==> config.mk <==
export PLATFORM = sky130hd
export DESIGN_NAME = qps_sequencer
export DESIGN_NICKNAME = d
export VERILOG_FILES = /design/src/rtl/qps_pkg.sv /design/src/rtl/qps_sequencer.sv
export SDC_FILE = /design/constraint.sdc
export NUM_CORES = 1
export LEC_CHECK = 0
export BUFFER_PORTS_ARGS = -buffer_cell sky130_fd_sc_hd__buf_2
export CELL_PAD_IN_SITES_DETAIL_PLACEMENT = 2
export CELL_PAD_IN_SITES_GLOBAL_PLACEMENT = 2
export CORE_MARGIN = 2
export CORE_UTILIZATION = 32
export CTS_BUF_LIST = sky130_fd_sc_hd__clkbuf_2 sky130_fd_sc_hd__clkbuf_4 sky130_fd_sc_hd__clkbuf_8
export DETAILED_ROUTE_END_ITERATION = 6
export HOLD_SLACK_MARGIN = 0.1
export PLACE_DENSITY = 0.89
export REMOVE_ABC_BUFFERS = 1
export SLEW_MARGIN = 20
export SYNTH_ARGS = -nofsm -noshare
export SYNTH_HDL_FRONTEND = slang
export SYNTH_SLANG_ARGS = --single-unit
==> constraint.sdc <==
create_clock -name i_clock -period 5.2 [get_ports i_clock]
set_clock_uncertainty 0.1 [all_clocks]
set_input_delay 0.52 -clock i_clock [delete_from_list [all_inputs] [get_ports i_clock]]
set_output_delay 0.52 -clock i_clock [all_outputs]
set_load 0.01 [all_outputs]
==> src/rtl/qps_pkg.sv <==
// qps_pkg: constants and types for the quad phase instruction sequencer
package qps_pkg;

  // ---------------------------------------------------------------
  // widths
  // ---------------------------------------------------------------
  localparam int unsigned QPS_PC_W    = 13;
  localparam int unsigned QPS_INSTR_W = 14;
  localparam int unsigned QPS_DADDR_W = 7;
  localparam int unsigned QPS_DATA_W  = 8;

  // ---------------------------------------------------------------
  // reset values and counts
  // ---------------------------------------------------------------
  localparam logic [QPS_PC_W-1:0]    QPS_RESET_VECTOR = 13'h0000;
  localparam logic [QPS_PC_W-1:0]    QPS_PC_STEP      = 13'h0001;
  localparam logic [QPS_INSTR_W-1:0] QPS_NOP_WORD     = 14'h0000;
  localparam int unsigned QPS_PHASES = 4;

  // ---------------------------------------------------------------
  // phase states, one per rising input clock edge
  // ---------------------------------------------------------------
  typedef enum logic [1:0] {
    QPS_PH_FIRST  = 2'b00,
    QPS_PH_SECOND = 2'b01,
    QPS_PH_THIRD  = 2'b10,
    QPS_PH_FOURTH = 2'b11
  } qps_phase_t;

  // one-hot phase strobes
  typedef struct packed {
    logic phase_first;
    logic phase_second;
    logic phase_third;
    logic phase_fourth;
  } qps_phases_t;

  // answer from execute logic for the current instruction
  typedef struct packed {
    logic                  jump_instruction;
    logic [QPS_PC_W-1:0]   target;
    logic                  write_en;
    logic [QPS_DADDR_W-1:0] dst_addr;
    logic [QPS_DATA_W-1:0] result;
  } qps_exec_t;

  // data memory strobes
  typedef struct packed {
    logic                   rd_en;
    logic [QPS_DADDR_W-1:0] rd_addr;
    logic                   wr_en;
    logic [QPS_DADDR_W-1:0] wr_addr;
    logic [QPS_DATA_W-1:0]  wr_data;
  } qps_dmem_t;

endpackage

==> src/rtl/qps_sequencer.sv <==
// qps_sequencer: phase generator and two-stage fetch/execute sequencer
`timescale 1ns/10ps
// Functional notes
// - divide input clock by four into four non-overlapping phases in order
// - program counter increments in the first phase of every cycle except the first after clear or jump
// - fetched program word captured at the fourth phase of fetch
// - instruction register valid from first phase, executed phases two-four
// - four phases per cycle; fetch overlaps previous instruction's execute
// - program counter change takes two cycles; prefetched word discarded
// - data memory operand read in the second phase of execute
// - data memory destination write in the fourth phase of execute
// - in RC mode drive clock out at one quarter of input rate
// - low master clear holds the device in reset
module qps_sequencer #(
  parameter int unsigned PC_W = qps_pkg::QPS_PC_W
) (
  // clock, reset, enable
  input  wire logic                            i_clock,
  input  wire logic                            i_rst_n,
  input  wire logic                            i_clk_en,
  // master clear and oscillator mode
  input  wire logic                            i_master_clear_n,
  input  wire logic                            i_rc_mode,
  // program memory
  input  wire logic [qps_pkg::QPS_INSTR_W-1:0] i_prog_data,
  output logic      [PC_W-1:0]                 o_prog_addr,
  // execute answer
  input  wire qps_pkg::qps_exec_t              i_exec,
  // instruction register and phase strobes
  output logic      [qps_pkg::QPS_INSTR_W-1:0] o_instr,
  output logic                                 o_instr_valid,
  output qps_pkg::qps_phases_t                 o_phases,
  // data memory strobes
  output qps_pkg::qps_dmem_t                   o_dmem,
  // clock out pin and its enable
  output logic                                 o_osc_out_div4_clock,
  output logic                                 o_osc_out_div4_clock_oe
);
  import qps_pkg::*;

  // ---------------------------------------------------------------
  // parameter check
  // ---------------------------------------------------------------
  // jump target and counter share one width; nothing else is served
  if (PC_W != QPS_PC_W) begin : g_bad_pc_w
    $error("qps_sequencer: PC_W must equal QPS_PC_W");
  end

  // ---------------------------------------------------------------
  // phase generator
  // ---------------------------------------------------------------
  qps_phase_t  phase;
  qps_phase_t  next_phase;
  qps_phases_t next_phases;
  logic        next_clkout;
  logic        next_clkout_oe;
  logic        held;

  assign held = !i_master_clear_n;

  // ---------------------------------------------------------------
  // phase next values
  // ---------------------------------------------------------------
  always_comb begin
    next_phase  = phase;
    next_phases = o_phases;
    next_clkout    = o_osc_out_div4_clock;
    // pin driven only in rc mode
    next_clkout_oe = i_rc_mode && !held;
    if (held) begin
      next_phase  = QPS_PH_FOURTH;
      next_phases = '0;
      next_clkout = 1'h0;
    end else begin
      case (phase)
        QPS_PH_FIRST:  next_phase = QPS_PH_SECOND;
        QPS_PH_SECOND: next_phase = QPS_PH_THIRD;
        QPS_PH_THIRD:  next_phase = QPS_PH_FOURTH;
        QPS_PH_FOURTH: next_phase = QPS_PH_FIRST;
        default:       next_phase = QPS_PH_FIRST;
      endcase
      next_phases.phase_first  = (next_phase == QPS_PH_FIRST);
      next_phases.phase_second = (next_phase == QPS_PH_SECOND);
      next_phases.phase_third  = (next_phase == QPS_PH_THIRD);
      next_phases.phase_fourth = (next_phase == QPS_PH_FOURTH);
      // high in phases two and three
      next_clkout = i_rc_mode && (next_phase == QPS_PH_SECOND ||
                                  next_phase == QPS_PH_THIRD);
    end
  end

  // ---------------------------------------------------------------
  // phase and clock out registers
  // ---------------------------------------------------------------
  // reset parks the phase before the first
  always_ff @(posedge i_clock) begin
    if (!i_rst_n) begin
      phase                   <= QPS_PH_FOURTH;
      o_phases                <= '0;
      o_osc_out_div4_clock    <= 1'h0;
      o_osc_out_div4_clock_oe <= 1'h0;
    end else if (i_clk_en) begin
      phase                   <= next_phase;
      o_phases                <= next_phases;
      o_osc_out_div4_clock    <= next_clkout;
      o_osc_out_div4_clock_oe <= next_clkout_oe;
    end
  end

  // ---------------------------------------------------------------
  // fetch / execute pipeline
  // ---------------------------------------------------------------
  logic [PC_W-1:0]        next_pc;
  logic [QPS_INSTR_W-1:0] fetch_word;
  logic [QPS_INSTR_W-1:0] next_fetch_word;
  logic                   fetch_valid;
  logic                   next_fetch_valid;
  logic                   fetch_busy;
  logic                   next_fetch_busy;
  logic [QPS_INSTR_W-1:0] next_instr;
  logic                   next_instr_valid;
  qps_dmem_t              next_dmem;

  // ---------------------------------------------------------------
  // pipeline next values
  // ---------------------------------------------------------------
  always_comb begin
    next_pc          = o_prog_addr;
    next_fetch_word  = fetch_word;
    next_fetch_valid = fetch_valid;
    next_fetch_busy  = fetch_busy;
    next_instr       = o_instr;
    next_instr_valid = o_instr_valid;
    next_dmem        = o_dmem;
    next_dmem.rd_en  = 1'b0;
    next_dmem.wr_en  = 1'b0;
    if (held) begin
      next_pc          = QPS_RESET_VECTOR;
      next_fetch_valid = 1'b0;
      next_fetch_busy  = 1'b0;
      next_instr_valid = 1'b0;
      next_instr       = QPS_NOP_WORD;
    end else begin
      case (next_phase)
        QPS_PH_FIRST: begin
          next_instr       = fetch_word;
          next_instr_valid = fetch_valid;
          next_fetch_valid = 1'b0;
          // pc increments, fetch begins
          // no step on the first cycle after clear or jump
          if (fetch_busy) begin
            next_pc = o_prog_addr + QPS_PC_STEP;
          end
          next_fetch_busy = 1'b1;
        end
        QPS_PH_SECOND: begin
          next_dmem.rd_en   = o_instr_valid;
          next_dmem.rd_addr = o_instr[QPS_DADDR_W-1:0];
        end
        QPS_PH_THIRD: begin
          next_dmem.rd_en = 1'b0;
        end
        QPS_PH_FOURTH: begin
          next_dmem.wr_en   = o_instr_valid && i_exec.write_en;
          next_dmem.wr_addr = i_exec.dst_addr;
          next_dmem.wr_data = i_exec.result;
          next_fetch_word  = i_prog_data;
          next_fetch_valid = fetch_busy;
          if (o_instr_valid && i_exec.jump_instruction) begin
            next_pc          = i_exec.target;
            next_fetch_valid = 1'b0;
            next_fetch_busy  = 1'b0;
          end
        end
        default: begin
          next_pc = o_prog_addr;
        end
      endcase
    end
  end

  // ---------------------------------------------------------------
  // pipeline registers
  // ---------------------------------------------------------------
  // one instruction per four phases
  always_ff @(posedge i_clock) begin
    if (!i_rst_n) begin
      o_prog_addr   <= QPS_RESET_VECTOR;
      fetch_word    <= QPS_NOP_WORD;
      fetch_valid   <= 1'b0;
      fetch_busy    <= 1'b0;
      o_instr       <= QPS_NOP_WORD;
      o_instr_valid <= 1'b0;
      o_dmem        <= '0;
    end else if (i_clk_en) begin
      o_prog_addr   <= next_pc;
      fetch_word    <= next_fetch_word;
      fetch_valid   <= next_fetch_valid;
      fetch_busy    <= next_fetch_busy;
      o_instr       <= next_instr;
      o_instr_valid <= next_instr_valid;
      o_dmem        <= next_dmem;
    end
  end

endmodule

==> results of run 1 <==
-- flip-flops by register name, indices dropped and copies added (netlist names) --
name and flops:
o_osc_out_div4_clock_oe 1, phase 2, fetch_valid 1, o_osc_out_div4_clock 1, o_instr 14, o_prog_addr 13, o_instr_valid 1, o_dmem 24
fetch_word 14, fetch_busy 1, o_phases 4
-- routing by layer --
layer | GRT usage | up-vias | wire (um)
met5 | 0 | - | 0
li1 | - | 1498 | -
met2 | 0.367 | 91 | 5460
met3 | 0.0695 | 16 | 757
met1 | 0.236 | 1550 | 4590
met4 | 0.0647 | 0 | 166
-- layout make-up --
cell class | instances | area (um2)
flip-flops and latches | 76 | 1520
inverters | 14 | 53.8
repair buffers | 108 | 546
multi-input cells | 261 | 1530
clock inverters | 4 | 25.0
clock buffers | 12 | 153
well taps | 133 | 166
fillers | 1145 | 5740
-- worst register-to-register path, cell delays in order (launching register included) --
cell	delay, ns
dfxtp_1	0.44
inv_1	0.14
ha_1	0.62
o21a_2	0.34
nand3_2	0.52
nand2_1	0.36
a21oi_1	0.13
-- power breakdown --
group / total, mW / switching, mW / internal (mW) / leakage (nW)
sequential: 0.592 / 0.00514 / 0.586 / 0.613
clock: 0.424 / 0.228 / 0.196 / 0.0892
combinational: 0.0999 / 0.0640 / 0.0359 / 0.950
-- cells in the final DEF, fill, tap and decap left out, drive strengths merged, types with 2 or more instances in the layout --
master    Yosys  final
a21oi        44     44
o22ai        12     12
clkinvlp      0      2
clkbuf       14     12
nor2         32     32
a22oi        21     21
nor3          5      5
inv          14     13
o2111ai       2      2
or3           2      2
nand2        73     73
ha            7      7
clkinv        0      3
and4          2      2
o31a          6      6
buf          11    108
nand4         3      3
mux2i        10     10
o21ai        13     13
nand3        11     11
and3          3      3
dfxtp        76     76
-- worst max path at each step --
stage / from / endpoint / slack, ns / cells past startpoint
2_1_floorplan: phase[1]$_SDFFE_PN1P_ / o_dmem[15]$_SDFFE_PN0P_ / 2.69 / 6
3_3_place_gp: phase[1]$_SDFFE_PN1P_ / o_dmem[3]$_SDFFE_PN0P_ / 2.31 / 6
6_report: phase[1]$_SDFFE_PN1P_ / fetch_word[2]$_SDFFE_PN0P_ / 2.40 / 6
3_5_place_dp: phase[0]$_SDFFE_PN1P_ / fetch_word[2]$_SDFFE_PN0P_ / 2.49 / 6
4_1_cts: phase[1]$_SDFFE_PN1P_ / fetch_word[2]$_SDFFE_PN0P_ / 2.39 / 6
5_1_grt: phase[1]$_SDFFE_PN1P_ / fetch_word[2]$_SDFFE_PN0P_ / 2.25 / 6
-- through the flow --
stage          setup WS (ns)  hold WS (ns)
2_1_floorplan           2.69         0.337
3_5_place_dp            2.49         0.347
5_1_grt                 2.25         0.293
6_report                2.40         0.291
3_3_place_gp            2.31         0.341
4_1_cts                 2.39         0.284
-- cells by family (layout without fill, tap and decap cells) --
family	Yosys count	count (layout)	share of synthesized area
adders and majority gates	7	7	0.0273
AOI/OAI and AO/OA	107	107	0.213
DFF	76	76	0.475
muxes	10	10	0.0312
xor gates and xnor gates	1	1	0.00273
and+or+nand+nor	136	136	0.198
buffers and inverters	39	138	0.0535
==> reports/metrics.yaml, run 1 <==
drt:
  wl_per_cell_um: 18.0
  drcViolationCount: 0
  final_antenna_net_count: 0
  via_per_inst: 5.19
  dr.first_iter.drc_count: 68
  drt-pass1-iter-count: 4
  drt-total-wl_mm: 11.0
  vias: 3155
finish:
  final_util: 0.410
  fin_cells: 608
  stdcell_area_um2: 3990
  n_antenna_cell: 0
  final_nets: 526
  drive_gt1_frac: 0.295
  area_growth_pct: 24.6
floorplan:
  die_w_um: 104
  die-area_um2: 10800
  core_area_um2: 9730
  die_h_um: 104
  rows: 36
  ioPinCount: 107
  start_util: 0.329
clock_network:
  cts_tree: "built"
  cts.clk_slew.worst_paths_ns: 0.08
  cts_buffers: 9
  cts_hold_buffers: 0
  h-tree-depth: 3
  clockRootBuffer: "clkbuf_8"
  cts.sinks: 76
  cts_setup_buffers: 0
  cts_resized: 0
  insertion_delay_ns: 0.36
  clk_path_buf_depth: 2
worst_setup_path:
  arrival_ns: 2.90
  setup.worst_path.end_class: "flip-flop"
  rrSetupSlack_ns: 2.40
  cp_max_fo: 29
  reg2regPathDepth: 6
  cp-start-kind: "flip-flop"
  crit_required_ns: 5.30
  cpMaxStageDelayCell: "ha_1"
  crit_path_cell_trace: "inv_1, ha_1, o21a_2, nand3_2, nand2_1, a21oi_1"
  r2r_start: "phase[1]$_SDFFE_PN1P_"
  cpLargestDelayFamily: "simple AND/OR/NAND/NOR gates"
  path_buf_inv: 1
  reg2reg_to: "fetch_word[2]$_SDFFE_PN0P_"
  path_class: "reg2reg"
  cp_slowest_stage_delay_ns: 0.62
timing:
  hold_viol: 0
  min_period_ns: 2.80
  finalCritPeriodShare: 0.538
  clock.fmax_mhz: 357
  fin_setup_tns_ns: 0
  setup_viol: 0
  finalMaxSlewViolations: 0
  tightestPinTransition_ns: 0.866
  rsz0062_at_grt: "false"
  relSlewSlack: 0.420
global_routing:
  grt_pass1_wl_mm: 17.9
  track_usage: 0.208
  grt_max_degree: 64
  antenna_found_initial: 0
  globalRouteOverflowTotal: 0
  grt_pass1_vias: 3418
synthesis:
  synthArstFlopShare: 0
  yosysSeqAreaShare: 0.475
  yosys.area.top_type_share: 0.475
  yosysTopAreaCell: "dfxtp_1"
  synth_commonest_cells: "dfxtp_1 (76), nand2_1 (73), a21oi_1 (44)"
  synthCells: 376
  syn_area_um2: 3210
  ys.flop_type: "dfxtp_1"
  avgSynthCellArea_um2: 8.53
  ys_types: 45
  synth-edff-count: 0
  yosysWarnings: 0
  synth_top_cells_by_area: "dfxtp_1 (47%), nand2_1 (8.5%), a21oi_1 (6.9%), a22oi_1 (4.9%), nor2_1 (3.6%)"
  synthMostInstantiatedCell: "dfxtp_1"
  ys_ff_latch: 76
place:
  placed_cell_area_um2: 3810
  place_congestion: 0.840
  dp_cells: 592
  io_buffers: 106
  dp.final_hpwl_mm: 7.54
power_and_ir_drop:
  power_density_nw_per_um2: 279
  power.total_mw: 1.12
  ir_drop_mv: 0.163
  leakagePower_nw: 1.65
worst_hold_path:
  min_delay_path_depth: 3
  whs_endpoint: "fetch_word[9]$_SDFFE_PN0P_"
  hold_path.class: "in2reg"
  min-delay-start: "i_prog_data[9]"
run:
  cap_violations: 0
outcome:
  outcome: "completed"
(Power assumes the default switching activity.)
==> run 2, diff against run 1 <==
--- a/config.mk
+++ b/config.mk
@@ -9,11 +9,11 @@
 export CELL_PAD_IN_SITES_DETAIL_PLACEMENT = 2
 export CELL_PAD_IN_SITES_GLOBAL_PLACEMENT = 2
 export CORE_MARGIN = 2
-export CORE_UTILIZATION = 32
+export CORE_UTILIZATION = 29
 export CTS_BUF_LIST = sky130_fd_sc_hd__clkbuf_2 sky130_fd_sc_hd__clkbuf_4 sky130_fd_sc_hd__clkbuf_8
 export DETAILED_ROUTE_END_ITERATION = 6
 export HOLD_SLACK_MARGIN = 0.1
-export PLACE_DENSITY = 0.89
+export PLACE_DENSITY = 0.81
 export REMOVE_ABC_BUFFERS = 1
 export SLEW_MARGIN = 20
 export SYNTH_ARGS = -nofsm -noshare
==> constraint.sdc (replaced) <==
create_clock -name i_clock -period 2.6 [get_ports i_clock]
set_clock_uncertainty 0.1 [all_clocks]
set_input_delay 0.26 -clock i_clock [delete_from_list [all_inputs] [get_ports i_clock]]
set_output_delay 0.26 -clock i_clock [all_outputs]
set_load 0.01 [all_outputs]
==> run 2 against run 1 <==
Via count rose by 3.7%. Flip-flop and latch count is the same. Critical path depth unchanged. Global-route usage rose by 0.13 points. Non-clock buffer count up 38. Die area rose by 9.9%. Setup slack worse by 2.2 ns. Design area increased by 10%. Sequential share of layout area fell by 3.5 points. Utilization down 0.30 points. Clock power rose by 120%. Sequential power rose by 99%.
==> reports/metrics.yaml, run 2 (same netlist as run 1, synthesis figures left out) <==
timing:
  setup_viol: 0  # unchanged
  finalMaxSlewViolations: 0  # unchanged
  hold_viol: 0  # unchanged
  finalCritPeriodShare: 0.927  # +0.389
  worst_slack_ns: 0.189  # -2.21 ns
  relSlewSlack: 0.558  # +0.138
  clock.fmax_mhz: 415  # +16%
  fin_setup_tns_ns: 0  # unchanged
  rsz0062_at_grt: "false"
  tightestPinTransition_ns: 0.663  # -0.203 ns
  min_period_ns: 2.41  # -0.388 ns
run:
  cap_violations: 0  # unchanged
finish:
  final_nets: 564  # +7.2%
  final_cell_mix: "buf_2 (106), dfxtp_1 (76), nand2_1 (73)"
  biggestRegsByFlops: "o_dmem x24, fetch_word x14, o_instr x14"
  largest_reg_flops: 24  # unchanged
  top_register: "o_dmem"
  drive_gt1_frac: 0.283  # -0.0121
  area_growth_pct: 37.2
  stdcell_area_um2: 4400  # +10%
  fill_cells: 1237  # +8.0%
  n_antenna_cell: 0  # unchanged
  final_common_cell: "buf_2"
  final_util: 0.407  # -0.00301
global_routing:
  antenna_found_initial: 0  # unchanged
  track_usage: 0.209  # +0.00127
  grt_max_degree: 61  # -4.7%
  globalRouteOverflowTotal: 0  # unchanged
  grt_pass1_wl_mm: 19.1  # +6.9%
  grt_pass1_vias: 3700  # +8.3%
floorplan:
  die-area_um2: 11900  # +9.9%
  start_util: 0.297  # -0.0325
  core_area_um2: 10800  # +11%
  rows: 38  # +5.6%
  die_w_um: 109  # +4.9%
  ioPinCount: 107  # unchanged
  die_h_um: 109  # +4.9%
drt:
  drt-total-wl_mm: 11.9  # +8.1%
  vias: 3271  # +3.7%
  drcViolationCount: 0  # unchanged
  top_layer: "met4"
  via_per_inst: 5.01  # -3.5%
  met2WireLength_mm: 6.14  # +13%
  drt-pass1-iter-count: 4  # unchanged
  wl_met3_um: 662  # -13%
  wl_per_cell_um: 18.2  # +0.67%
  final_antenna_net_count: 0  # unchanged
  met1_length_mm: 4.89  # +6.6%
  dr.first_iter.drc_count: 115  # +69%
clock_network:
  h-tree-depth: 3  # unchanged
  clockRootBuffer: "clkbuf_8"
  cts.clk_slew.worst_paths_ns: 0.08  # about the same
  clk_path_buf_depth: 2  # unchanged
  cts_setup_buffers: 0  # unchanged
  cts_buffers: 9  # unchanged
  cts_tree: "built"
  insertion_delay_ns: 0.35  # about the same
  cts.sinks: 76  # unchanged
worst_hold_path:
  hold_path.class: "in2reg"
  min_delay_path_depth: 3  # unchanged
worst_setup_path:
  path_class: "reg2reg"
  cp-start-kind: "flip-flop"
  reg2regPathDepth: 6  # unchanged
  crit_required_ns: 2.74  # -2.56 ns
  setup.worst_path.end_class: "flip-flop"
  cp_max_fo: 13  # -55%
  arrival_ns: 2.55  # -0.35 ns
power_and_ir_drop:
  power_density_nw_per_um2: 538  # +93%
  leakagePower_nw: 1.83  # +11%
  ir_drop_mv: 0.229  # +41%
place:
  dp_slack_ns: 0.224  # -2.27 ns
  placed_cell_area_um2: 3880  # +1.6%
  io_buffers: 106  # unchanged
  place_congestion: 0.800  # -4.8%
  dp.final_hpwl_mm: 7.50  # -0.51%
outcome:
  outcome: "completed"
run 2: cell count changes in the layout (fill, tap and decap cells not counted):
cell	delta
clkinvlp_4	-2
inv_2	+1
buf_4	+5
bufinv_16	+1
nand3_2	-1
clkinv_4	+1
clkinv_2	-1
nand3_1	+1
buf_12	+1
dlygate4sd3_1	+32
run 2: final cells by class:
cell class              count  area (um2)  share of cell area
flip-flops and latches     76        1520               0.346
clock inverters             4        48.8              0.0111
clock buffers              12         153              0.0347
multi-input cells         261        1520               0.347
inverters                  14        52.6              0.0119
well taps                 140         175              0.0398
repair buffers            146         923               0.210
run 2: per-layer routing:
layer | up-vias | track usage
met3 | 12 | 0.0556
met1 | 1598 | 0.234
met5 | - | 0
met4 | 0 | 0.0687
li1 | 1574 | -
met2 | 87 | 0.382
run 2: final timing paths:
check / from / to / slack (ns)
hold / removal: i_exec[17] / o_prog_addr[1]$_SDFFE_PN0P_ / 0.12
hold reg to reg: o_dmem[4]$_SDFFE_PN0P_ / o_dmem[4]$_SDFFE_PN0P_ / 0.36
setup / recovery: phase[1]$_SDFFE_PN1P_ / o_prog_addr[4]$_SDFFE_PN0P_ / 0.19
setup reg to reg: phase[1]$_SDFFE_PN1P_ / o_prog_addr[4]$_SDFFE_PN0P_ / 0.19
run 2: worst max-delay path, stage by stage (launching register included):
cell     delay [ns]
dfxtp_1        0.42
inv_1          0.12
ha_1           0.62
o21ai_2        0.18
nand2_1        0.47
mux2i_1        0.27
o22ai_1        0.10
run 2: repair_timing:
action,CTS,global route
endpoints found under the hold margin,32,0
gates resized for setup,0,0
hold buffers,32,0
run 2: power by group:
| part | total, mW | internal, mW | switching, mW |
|---|---|---|---|
| clock network | 0.938 | 0.490 | 0.448 |
| registers | 1.18 | 1.17 | 0.00990 |
| logic | 0.246 | 0.108 | 0.138 |
run 2: per-stage QoR:
stage                     total power [mW]  instances  hold slack, ns
after floorplan                       1.31        351           0.222
after global routing                  2.47        653           0.116
final                                 2.37        653           0.122
after global placement                1.41        605           0.339
after CTS                             2.39        653           0.102
after detailed placement              1.42        605           0.350
